### config.mk
export PLATFORM = sky130hd
export DESIGN_NAME = tw_master_send
export DESIGN_NICKNAME = d
export VERILOG_FILES = /design/src/inc/tw_pkg.sv /design/src/hdl/tw_sync.sv /design/src/hdl/tw_master_send.sv
export SDC_FILE = /design/constraint.sdc
export NUM_CORES = 1
export LEC_CHECK = 0
export ABC_AREA = 1
export ABC_CLOCK_PERIOD_IN_PS = 4580
export BUFFER_PORTS_ARGS = -buffer_cell sky130_fd_sc_hd__buf_2
export CORE_MARGIN = 2
export CORE_UTILIZATION = 48
export CTS_BUF_LIST = sky130_fd_sc_hd__clkbuf_16
export DETAILED_ROUTE_END_ITERATION = 10
export PLACE_DENSITY = 0.65
export REMOVE_ABC_BUFFERS = 1
export SYNTH_ARGS = -nofsm -noshare
export SYNTH_HDL_FRONTEND = slang
export SYNTH_SLANG_ARGS = --single-unit
### constraint.sdc
create_clock -name clk -period 4.58 [get_ports clk]
set_clock_uncertainty 0.05 [all_clocks]
set_input_delay 0.916 -clock clk [delete_from_list [all_inputs] [get_ports clk]]
set_output_delay 0.916 -clock clk [all_outputs]
set_load 0.02 [all_outputs]
### src/inc/tw_pkg.sv
// constants for the two-wire master-send block
// Overview of operation
// (RL1) master mode is entered only after a start; address read/write bit picks the mode
// (RL2) status codes are given with the prescaler bits at zero
// (RL3) software requests start: flag one, start one, stop zero, enable one
// (RL4) start condition waits until the bus is seen free
// (RL5) after start the flag sets with status 0x08
// (RL6) writing one to the flag clears it and resumes the bus step
// (RL7) software loads address with write bit, then clears flag with start and stop zero
// (RL8) after address with write the flag sets with 0x18, 0x20 or 0x38
// (RL9) software writes the data register only while the flag is set
// (RL10) data write with flag clear is dropped and sets the write collision flag
// (RL11) bytes repeat until software requests stop, which sends a stop
// (RL12) repeated start keeps the bus and reports 0x10
// (RL13) in 0x10 address with read enters receive mode, with write stays sending
// (RL14) data byte is sent and acknowledge reported as 0x28 or 0x30
// (RL15) start request while sending makes a repeated start
// (RL16) stop request sends a stop and hardware clears the stop request bit
// (RL17) start and stop requests together send stop then start, stop bit cleared
// (RL18) arbitration loss gives 0x38; clearing without start releases bus to slave mode
// (RL19) in 0x38 clearing with start waits for a free bus and sends start
// (RL20) repeated start changes slave or direction without releasing the bus
// (RL21) while the flag is set the bus transfer stays suspended
// (RL22) software masks status with 0xf8 before comparing
package tw_pkg;
  localparam logic [1:0] ctrl_addr   = 2'h0;
  localparam logic [1:0] status_addr = 2'h1;
  localparam logic [1:0] data_addr   = 2'h2;
  localparam int bit_step   = 7;
  localparam int bit_ack_en = 6;
  localparam int bit_start  = 5;
  localparam int bit_stop   = 4;
  localparam int bit_wcol   = 3;
  localparam int bit_enable = 2;
  localparam int bit_irq_en = 0;
  localparam logic [7:0] ctrl_reset    = 8'h00;
  localparam logic [7:0] status_mask   = 8'hf8;
  localparam logic [7:0] st_idle       = 8'hf8;
  localparam logic [7:0] st_start      = 8'h08;
  localparam logic [7:0] st_rstart     = 8'h10;
  localparam logic [7:0] st_addr_ack   = 8'h18;
  localparam logic [7:0] st_addr_nack  = 8'h20;
  localparam logic [7:0] st_data_ack   = 8'h28;
  localparam logic [7:0] st_data_nack  = 8'h30;
  localparam logic [7:0] st_arb_lost   = 8'h38;
  localparam logic [7:0] st_rx_addr_ack = 8'h40;
  localparam logic [7:0] st_rx_addr_nack = 8'h48;
  localparam logic [2:0] prescale_rst  = 3'h0;
  localparam int half_bit_cycles = 50;
  typedef enum logic [2:0] {op_start, op_stop, op_byte, op_stop_start} op_type;
endpackage

### src/hdl/tw_sync.sv
// two-flop synchroniser for the bus lines
`timescale 1ns/1ps
`default_nettype none
module tw_sync (
  input  wire logic clk,
  input  wire logic nrst,
  input  wire logic din,
  output logic      dout
);
  logic meta_q;
  // first flop is read only by the second
  always_ff @(posedge clk) begin
    if (!nrst) begin
      meta_q <= 1'b1;
      dout   <= 1'b1;
    end else begin
      meta_q <= din;
      dout   <= meta_q;
    end
  end
endmodule
`default_nettype wire

### src/hdl/tw_master_send.sv
// two-wire master-send engine with register port
`timescale 1ns/1ps
`default_nettype none
module tw_master_send
  import tw_pkg::*;
(
  input  wire logic       clk,
  input  wire logic       nrst,
  input  wire logic [1:0] addr,
  input  wire logic [7:0] wdata,
  input  wire logic       wr,
  input  wire logic       rd,
  output logic      [7:0] rdata,
  input  wire logic       scl_in,
  output logic            scl_out,
  output logic            scl_oe,
  input  wire logic       sda_in,
  output logic            sda_out,
  output logic            sda_oe,
  output logic            recv_mode,
  output logic            slave_mode
);
  typedef enum {s_idle, s_wait_free, s_busy, s_hold} state_type;
  typedef enum {p_a, p_b, p_c, p_d} phase_type;

  ////////////////////////////////////////////////////////////////
  logic scl_s;
  logic sda_s;
  tw_sync u_scl (.clk(clk), .nrst(nrst), .din(scl_in), .dout(scl_s));
  tw_sync u_sda (.clk(clk), .nrst(nrst), .din(sda_in), .dout(sda_s));

  function automatic logic ctrl_hit(input logic [1:0] a, input logic w);
    return w && (a == ctrl_addr);
  endfunction

  logic [7:0] ctrl_q;
  logic [7:0] data_q;
  logic [7:0] status_q;
  state_type  state_q;
  op_type     op_q;
  phase_type  ph_q;
  logic [3:0] bitn_q;
  logic [6:0] tick_q;
  logic       own_q;
  logic       addr_phase_q;
  logic       sda_drv_q;
  logic       scl_drv_q;
  logic       step_done;
  logic       bus_busy_q;
  logic       scl_p_q;
  logic       sda_p_q;
  logic       ack_q;
  logic       arb_lost;
  logic       step_report;

  ////////////////////////////////////////////////////////////////
  wire ctrl_wr  = ctrl_hit(addr, wr);
  wire data_wr  = wr && (addr == data_addr);
  wire clr_step = ctrl_wr && wdata[bit_step];                       // RL6
  wire tick     = (tick_q == 7'(half_bit_cycles - 1));
  // the enable written together with the request counts, not the old one
  wire enabled  = wdata[bit_enable];                                  // RL3
  // a reported step raises the flag; set beats a same-cycle clear
  always_ff @(posedge clk) begin
    if (!nrst) begin
      ctrl_q <= ctrl_reset;
    end else begin
      if (ctrl_wr) begin
        ctrl_q[bit_ack_en] <= wdata[bit_ack_en];
        ctrl_q[bit_start]  <= wdata[bit_start];
        ctrl_q[bit_stop]   <= wdata[bit_stop];
        ctrl_q[bit_enable] <= wdata[bit_enable];
        ctrl_q[bit_irq_en] <= wdata[bit_irq_en];
        ctrl_q[bit_wcol]   <= 1'b0;
        if (wdata[bit_step])
          ctrl_q[bit_step] <= 1'b0;                                   // RL6
      end
      if (data_wr && !ctrl_q[bit_step])
        ctrl_q[bit_wcol] <= 1'b1;                                     // RL10
      if (step_done && (op_q == op_stop || op_q == op_stop_start))
        ctrl_q[bit_stop] <= 1'b0;                                     // RL16 RL17
      // a stop is not a reported step, so the flag stays down after it
      if (step_report)
        ctrl_q[bit_step] <= 1'b1;                                     // RL5 RL8
    end
  end

  always_ff @(posedge clk) begin
    if (!nrst)
      data_q <= 8'h00;
    else if (data_wr && ctrl_q[bit_step])                              // RL9 RL10
      data_q <= wdata;
  end

  always_ff @(posedge clk) begin
    if (!nrst)
      rdata <= 8'h00;
    else if (rd) begin
      case (addr)
        ctrl_addr:   rdata <= ctrl_q;
        status_addr: rdata <= {status_q[7:3], prescale_rst};           // RL2 RL22
        data_addr:   rdata <= data_q;
        default:     rdata <= 8'h00;
      endcase
    end
  end

  ////////////////////////////////////////////////////////////////
  // bus free tracking from start/stop seen on the lines
  always_ff @(posedge clk) begin
    if (!nrst) begin
      scl_p_q    <= 1'b1;
      sda_p_q    <= 1'b1;
      bus_busy_q <= 1'b0;
    end else begin
      scl_p_q <= scl_s;
      sda_p_q <= sda_s;
      if (scl_s && scl_p_q && sda_p_q && !sda_s)
        bus_busy_q <= 1'b1;
      else if (scl_s && scl_p_q && !sda_p_q && sda_s)
        bus_busy_q <= 1'b0;
    end
  end

  always_ff @(posedge clk) begin
    if (!nrst || state_q != s_busy || tick)
      tick_q <= 7'h00;
    else
      tick_q <= tick_q + 7'h01;
  end

  // losing arbitration: we release sda but the line reads low
  assign arb_lost = (state_q == s_busy) && op_q == op_byte && ph_q == p_c && tick
                    && scl_s && bitn_q != 4'h8 && sda_drv_q && !sda_s;    // RL18
  // a byte ends after its acknowledge slot, or early when arbitration is lost
  assign step_done = (state_q == s_busy) && tick
                     && (arb_lost || (ph_q == p_d && (op_q != op_byte || bitn_q == 4'h8)));
  assign step_report = step_done && (op_q == op_start || op_q == op_byte);

  // start decision when the flag is cleared
  wire go = clr_step && enabled;

  always_ff @(posedge clk) begin
    if (!nrst) begin
      state_q      <= s_idle;
      op_q         <= op_start;
      ph_q         <= p_a;
      bitn_q       <= 4'h0;
      own_q        <= 1'b0;
      addr_phase_q <= 1'b0;
      status_q     <= st_idle;
      sda_drv_q    <= 1'b1;
      scl_drv_q    <= 1'b1;
      recv_mode    <= 1'b0;
      slave_mode   <= 1'b0;
    end else begin
      case (state_q)
        s_idle, s_hold: begin
          // flag set: nothing moves until software clears it
          if (go) begin                                               // RL21
            slave_mode <= 1'b0;
            ph_q       <= p_a;
            bitn_q     <= 4'h0;
            if (wdata[bit_stop] && own_q) begin
              op_q    <= wdata[bit_start] ? op_stop_start : op_stop;  // RL11 RL16 RL17
              state_q <= s_busy;
            end else if (wdata[bit_start]) begin
              op_q    <= op_start;
              state_q <= own_q ? s_busy : s_wait_free;                // RL4 RL15 RL19 RL20
            end else if (own_q) begin
              op_q         <= op_byte;                                // RL7 RL14
              addr_phase_q <= (status_q == st_start) || (status_q == st_rstart);
              state_q      <= s_busy;
            end else if (status_q == st_arb_lost) begin
              slave_mode <= 1'b1;                                     // RL18
              status_q   <= st_idle;
            end
          end
        end
        s_wait_free: begin
          if (!bus_busy_q && scl_s && sda_s)                          // RL4
            state_q <= s_busy;
        end
        s_busy: if (tick) begin
          ph_q <= phase_type'(ph_q + 1);
          case (op_q)
            op_start, op_stop, op_stop_start: begin
              // sda moves under a high scl only for the start or stop edge itself
              // a: set sda; b: scl high; c: sda edge; d: scl low after a start
              case (ph_q)
                p_a: begin
                  sda_drv_q <= (op_q == op_start);
                  if (op_q != op_start) scl_drv_q <= 1'b0;
                end
                p_b: scl_drv_q <= 1'b1;
                p_c: sda_drv_q <= (op_q != op_start);
                default: if (op_q == op_start) scl_drv_q <= 1'b0;
              endcase
            end
            default: begin
              // a: scl low, set bit; b: scl high; c: sample; d: scl low
              case (ph_q)
                p_a: begin
                  scl_drv_q <= 1'b0;
                  sda_drv_q <= (bitn_q == 4'h8) ? 1'b1 : data_q[3'(7 - bitn_q)];
                end
                p_b: scl_drv_q <= 1'b1;
                p_c: if (!scl_s) ph_q <= p_c;                          // clock stretch
                     else if (bitn_q == 4'h8) ack_q <= !sda_s;
                default: begin
                  scl_drv_q <= 1'b0;
                  if (bitn_q != 4'h8) begin
                    bitn_q <= bitn_q + 4'h1;
                    ph_q   <= p_a;
                  end
                end
              endcase
            end
          endcase
          if (step_done) begin
            state_q <= s_hold;
            if (arb_lost) begin
              status_q  <= st_arb_lost;                               // RL18
              own_q     <= 1'b0;
              sda_drv_q <= 1'b1;
              scl_drv_q <= 1'b1;
            end else case (op_q)
              op_start: begin
                status_q <= own_q ? st_rstart : st_start;             // RL1 RL5 RL12
                own_q    <= 1'b1;
                recv_mode <= 1'b0;
              end
              op_stop: begin
                own_q    <= 1'b0;                                     // RL11
                status_q <= st_idle;
                state_q  <= s_idle;
              end
              op_stop_start: begin
                own_q   <= 1'b0;                                      // RL17
                op_q    <= op_start;
                ph_q    <= p_a;
                state_q <= s_wait_free;
              end
              default: if (addr_phase_q && data_q[0]) begin
                status_q  <= ack_q ? st_rx_addr_ack : st_rx_addr_nack;
                recv_mode <= 1'b1;                                    // RL13
              end else if (addr_phase_q) begin
                status_q <= ack_q ? st_addr_ack : st_addr_nack;       // RL8
              end else begin
                status_q <= ack_q ? st_data_ack : st_data_nack;       // RL14
              end
            endcase
          end
        end
        default: state_q <= s_idle;
      endcase
    end
  end

  // open-drain: drive low only
  assign scl_out = 1'b0;
  assign sda_out = 1'b0;
  assign scl_oe  = !scl_drv_q;
  assign sda_oe  = !sda_drv_q;

  ////////////////////////////////////////////////////////////////
  flag_set_a: assert property (@(posedge clk) disable iff (!nrst)
    step_report |=> ctrl_q[bit_step]) else $error("flag not set");  // RL5
  clr_flag_a: assert property (@(posedge clk) disable iff (!nrst)
    (clr_step && !step_report) |=> !ctrl_q[bit_step]) else $error("flag not cleared"); // RL6
  wcol_set_a: assert property (@(posedge clk) disable iff (!nrst)
    (data_wr && !ctrl_q[bit_step]) |=> ctrl_q[bit_wcol] && $stable(data_q))
    else $error("collision missed"); // RL10
  hold_bus_a: assert property (@(posedge clk) disable iff (!nrst)
    (state_q == s_hold && !go) |=> state_q == s_hold) else $error("moved while held"); // RL21
  start_code_a: assert property (@(posedge clk) disable iff (!nrst)
    (step_done && op_q == op_start && !own_q && !arb_lost) |=> status_q == st_start)
    else $error("bad start code"); // RL5
  rstart_code_a: assert property (@(posedge clk) disable iff (!nrst)
    (step_done && op_q == op_start && own_q && !arb_lost) |=> status_q == st_rstart)
    else $error("bad restart code"); // RL12
  free_start_a: assert property (@(posedge clk) disable iff (!nrst)
    (state_q == s_wait_free && bus_busy_q) |=> state_q == s_wait_free)
    else $error("start on busy bus"); // RL4
  stop_clr_a: assert property (@(posedge clk) disable iff (!nrst)
    (step_done && (op_q == op_stop || op_q == op_stop_start)) |=> !ctrl_q[bit_stop] && !own_q)
    else $error("stop bit kept"); // RL16
  arb_code_a: assert property (@(posedge clk) disable iff (!nrst)
    arb_lost |=> status_q == st_arb_lost && !own_q) else $error("arb code"); // RL18
  prescale_a: assert property (@(posedge clk) disable iff (!nrst)
    (rd && addr == status_addr) |=> rdata[2:0] == prescale_rst) else $error("prescale"); // RL2
endmodule
`default_nettype wire

# Word level (Yosys, flattened, before mapping)
# Cells that the tools add are included.
# totals
register_bits	123
in_bits	16
wordCells	227
# classes
n_addsub	4
n_lt_le_gt_ge	1
eq_ne	36
mux	83
bitwise_logic	6
n_reduce_logical	71
# op_table
operator	n
two-way mux 32 bit	15
one-hot mux 32 bit (2 select lines)	2
equality test 32 x 2 -> 1 bit (second input constant)	3
equality test 32 x 3 -> 1 bit (second input constant)	3
one-hot mux 32 bit (3 select lines)	1
equality test 32 x 1 -> 1 bit (second input constant)	2
zero test 32 bit	2
two-way mux 8 bit	8
one-hot mux 8 bit (3 select lines)	2
adder 32 x 2 -> 32 bit (second input constant)	1
inequality test 32 x 3 -> 1 bit (second input constant)	1
logical AND 1 bit	27
inequality test 2 bit (second input constant)	13
two-way mux 3 bit	8
two-way mux 4 bit	6
two-way mux 1 bit	22
two-way mux 6 bit	3
one-hot mux 8 bit (2 select lines)	1
AND reduction 7 bit	2
AND reduction 6 bit	2
nonzero test 2 bit	6
two-way mux 5 bit	2
AND reduction 5 bit	2
AND reduction 9 bit	1
35 further kinds	66

# Longest topological paths before layout
# logic_depth
ltp_word	13
ltp_mapped	14
depth_no_buf	13

# Cells and area by module
# From an unflattened synthesis, not the netlist that was laid out.
# unflattened
cells_unflattened	822
area_unflattened_um2	5466.5
# by_module_without_submodules
mod	n_inst	cells_per_inst	area_each_um2	seq_area_each_um2
tw_master_send	1	810	5356.4	1711.6
tw_sync	2	6	55.1	40.0

# Worst setup path after synthesis
# Ideal clock, no wire load.
# synth_timing
path_kind	input to register
from	input addr[0]
to	register status_q[6]
t_arrival_ns	2.155
required_ns	4.413
setup_slack_ns	2.258
path_stages	10
path_cell_list	inv_1 nand2_1 nor2_2 nand3_1 nand2_1 nand2_2 a21oi_2 nand3_1 o21ai_1 nand2_1
# synth_between
elab_chain_len	6
# synth_rtl
element	line_no	rtl
start: declaration	tw_master_send.sv:9	input wire logic [1:0] addr,
zero test 2 bit	tw_master_send.sv:33	return w && (a == ctrl_addr);
logical AND 1 bit	tw_master_send.sv:33	
logical AND 1 bit	tw_master_send.sv:59	wire clr_step = ctrl_wr && wdata[bit_step];
logical AND 1 bit	tw_master_send.sv:141	wire go = clr_step && enabled;
inequality test 2 bit (no source line)	--	
AND reduction 9 bit (no source line)	--	
end signal: assignment	tw_master_send.sv:151	status_q <= st_idle;
end signal: assignment	tw_master_send.sv:176	status_q <= st_idle;
end signal: assignment	tw_master_send.sv:223	status_q <= st_arb_lost;
end: declaration	tw_master_send.sv:38	logic [7:0] status_q;
# Every way passes these cells.
# A chain may end at the register's enable or synchronous reset.

# Worst setup path in the final report
# layout_timing
from	input addr[1]
to	register ph_q[26]
# layout_between
elab_chain_len	6
# layout_rtl
element	line_no	rtl
zero test 2 bit	tw_master_send.sv:33	
logical AND 1 bit	tw_master_send.sv:33	
logical AND 1 bit	tw_master_send.sv:59	
logical AND 1 bit	tw_master_send.sv:141	
inequality test 2 bit (no source line)	--	
AND reduction 3 bit (no source line)	--	
end signal: assignment	tw_master_send.sv:147	ph_q <= p_a;
end signal: assignment	tw_master_send.sv:162	ph_q <= p_a;
end signal: assignment	tw_master_send.sv:185	ph_q <= phase_type'(ph_q + 1);
end: declaration	tw_master_send.sv:41	phase_type ph_q;
# Every way passes these cells.

==> reports/metrics.csv <==
metric;value;unit
outcome;finished clean;
# Max-Cap Violations;0;
Worst path slowest cell;inv_2;
#FFs+latches synth;89;
Hold Path Sink;u_sda.dout$_SDFF_PN1_;
adder-cell share of the synthesized area;0.0276;
WL per Instance;13.9;um
hold_sp;u_sda.meta_q$_SDFF_PN1_;
CP Capture Type;flop;
initial antenna violation count;0;
first-pass detailed-route iteration total;6;
CTS Sinks;89;
peak supply drop;0.352;mV
DRC Markers;0;
clock slew at reported path FFs;0.07;ns
worst rel slew slack;0.511;
total power;2.45;mW
hold_buf cts;0;
internal power component;1.48;mW
ANT nets after route;0;
die footprint;0.0122;sq mm
reg2reg end;ph_q[26]$_SDFFE_PN0P_;
row count;38;
clock group share of total power;0.306;
crit share post-route;0.636;
post-synthesis compound-gate area fraction;0.133;
first-pass GRT wire length;23300;um
Post-Synth XOR/XNOR Area;0.0226;
CP max FO;37;
Final setup viols;0;
sequential share of power;0.359;
io pins;30;
Fin. Hold Viols;0;
CTS Root Buffer Type;clkbuf_16;
Critical Path RT;4.75;ns
post-synthesis mux area share;0;
Comb pwr share;0.336;
measured slew at the worst slew-check pin;0.730;ns
Gate Count Post-Synth;834;
P_leak;2.40;nW
RSZ-0062 raised after global routing;false;
largest net degree at the start of global routing;45;
CTS tree;built;
Via density;5.39;
register area share after synthesis;0.330;
Clock Tree Buf Depth;2;
CP Launch Type;input port;
All-Layer GR Usage;0.229;
fmax;343;MHz
Die X;110;um
r2r startpoint;state_q[0]$_SDFFE_PN0P_;
WHS;0.364;ns
largest family of logic cells by synthesized area;simple AND/OR/NAND/NOR gates;
crit path DAT;3.09;ns
hold depth;1;
slowest stage delay, CP;0.53;ns
Post-Syn Area;0.00543;sq mm
Min Clock Period, post-route;2.91;ns
CP startpoint;addr[1];
R2R cell count;12;
switching part of the total;0.397;
Initial Utilization;0.497;
DIE HEIGHT;110;um
total CTS buffers;9;
Port Buffers;27;
mean post-synth cell area;6.52;sq um
Post-Synth Simple-Gate Area;0.401;
H-tree levels;3;
Cell Pwr Density;411;mW/mm^2
Slew Limit Fails;0;
core area;0.0109;sq mm
Layout area overhead;9.51;%
worst reg2reg setup slack;1.73;ns
Iter 0 DRT Violations;437;
Critical Path, Cell by Cell;buf_2 -> inv_1 -> nand2_1 -> nor2_2 -> nand3_1 -> nand2_1 -> nand2_2 -> inv_2 -> nand3_1 -> xor2_1 -> nand2_1 -> nor2_1;
diodes inserted;0;
Clock Latency Late Sink;0.35;ns
post-layout util;0.544;
Placer Congestion;0.919;
most used cell, CP;nand2_1;
Hold Path Class;flop to flop;
commonest non-fill, non-tap cell in the layout;nand2_1;
Sw Pwr;0.973;mW
share of layout cells above drive strength 1;0.128;
post-CTS sizing;0;
DP HPWL;10400;um
NumNets Final;882;
drt total wl;13900;um
vias after detailed routing;5388;
Fillers;1097;
Yosys Warn Count;0;
post-synth cell types;48;
setup_tns;0;ns
vias in the first global route;4890;
Congestion Overflow GR;0;
kind of critical path;input port to flop;
most frequent cells in the layout;nand2_1, nor2_1, dfxtp_1;
post-CTS setup buffers;0;
[Yosys cell counts, drive strengths merged]
| master | number | area, sq um |
|---|---|---|
| nor3b | 5 | 37.5 |
| nor3 | 20 | 120 |
| buf | 11 | 73.8 |
| or2 | 5 | 31.3 |
| and3 | 1 | 6.26 |
| nand3 | 73 | 400 |
| o221ai | 3 | 26.3 |
| a31o | 2 | 17.5 |
| a31oi | 2 | 12.5 |
| clkinv | 2 | 7.51 |
| inv | 90 | 338 |
| clkbuf | 11 | 41.3 |
| o211a | 2 | 20.0 |
| a21o | 2 | 15.0 |
| xor2 | 13 | 114 |
| conb | 1 | 3.75 |
| nand2 | 223 | 870 |
| ha | 12 | 150 |
| a221o | 1 | 10.0 |
| o211ai | 8 | 60.1 |
| nor4 | 2 | 18.8 |
| nand4 | 16 | 100 |
| a21oi | 61 | 320 |
| xnor2 | 1 | 8.76 |
| dfxtp | 88 | 1760 |
| o21ai | 42 | 210 |
| nor2 | 131 | 589 |
| a211oi | 1 | 7.51 |
| nand3b | 1 | 7.51 |
| o2111ai | 2 | 17.5 |
| o21bai | 1 | 7.51 |
| edfxtp | 1 | 30.0 |
[power groups by stage]
stage / registers, mW / clock network [mW] / logic, mW
6_report: 0.878 / 0.748 / 0.822
2_1_floorplan: 0.883 / 0 / 0.615
3_3_place_gp: 0.892 / 0 / 0.800
3_5_place_dp: 0.894 / 0 / 0.817
4_1_cts: 0.877 / 0.765 / 0.819
5_1_grt: 0.886 / 0.787 / 0.924
[per-layer routing]
| metal | wire length (um) | track usage | vias to the layer above |
|---|---|---|---|
| li1 | - | - | 2751 |
| met1 | 6670 | 0.323 | 2474 |
| met2 | 6160 | 0.353 | 151 |
| met3 | 931 | 0.0543 | 12 |
| met4 | 152 | 0.0600 | 0 |
| met5 | 0 | 0 | - |
[worst max-delay path, delay by kind of cell]
| family | cells | cell delay [ns] |
|---|---|---|
| AND/OR/NAND/NOR | 8 | 1.28 |
| buffers and inverters | 3 | 0.71 |
| XOR/XNOR | 1 | 0.17 |
[final cells by class]
class / instances / area [sq um] / area share
Clock buffer: 9 / 225 / 0.0378
Clock inverter: 7 / 70.1 / 0.0118
Inverter: 92 / 345 / 0.0580
Multi-Input combinational cell: 632 / 3190 / 0.535
Sequential cell: 89 / 1790 / 0.301
Tap cell: 140 / 175 / 0.0294
Timing Repair Buffer: 30 / 158 / 0.0265
[state kept, by name (all words and copies together), names as in the netlist, 2 cells and up]
register	cells
ph_q	32
data_q	8
rdata	8
ctrl_q	7
tick_q	7
status_q	5
bitn_q	4
op_q	2
state_q	2
[logic make-up after synthesis]
| group | after synthesis |
|---|---|
| AO/OA/AOI/OAI | 127 |
| XOR/XNOR | 14 |
| adder cells (fa/ha/maj) | 12 |
| buffers and inverters | 114 |
| flip-flops | 89 |
| other | 1 |
| AND/OR/NAND/NOR | 477 |
[worst max-delay path by stage]
stage	to	slack, ns	cells after the start
after floorplan	ph_q[26]$_SDFFE_PN0P_	1.94	11
after global placement	ph_q[26]$_SDFFE_PN0P_	1.39	12
after detailed placement	ph_q[26]$_SDFFE_PN0P_	1.27	12
after CTS	ph_q[26]$_SDFFE_PN0P_	1.66	12
after global routing	ph_q[26]$_SDFFE_PN0P_	1.41	12
final	ph_q[26]$_SDFFE_PN0P_	1.67	12
[metrics by stage]
step                setup slack, ns  instances  area (sq um)
finish                         1.67        999          5950
global route                   1.41        999          5950
CTS                            1.66        999          5950
detailed placement             1.27        983          5660
global placement               1.39        983          5660
floorplan                      1.94        813          5320
Note: power is estimated with default switching activity, not from simulation.
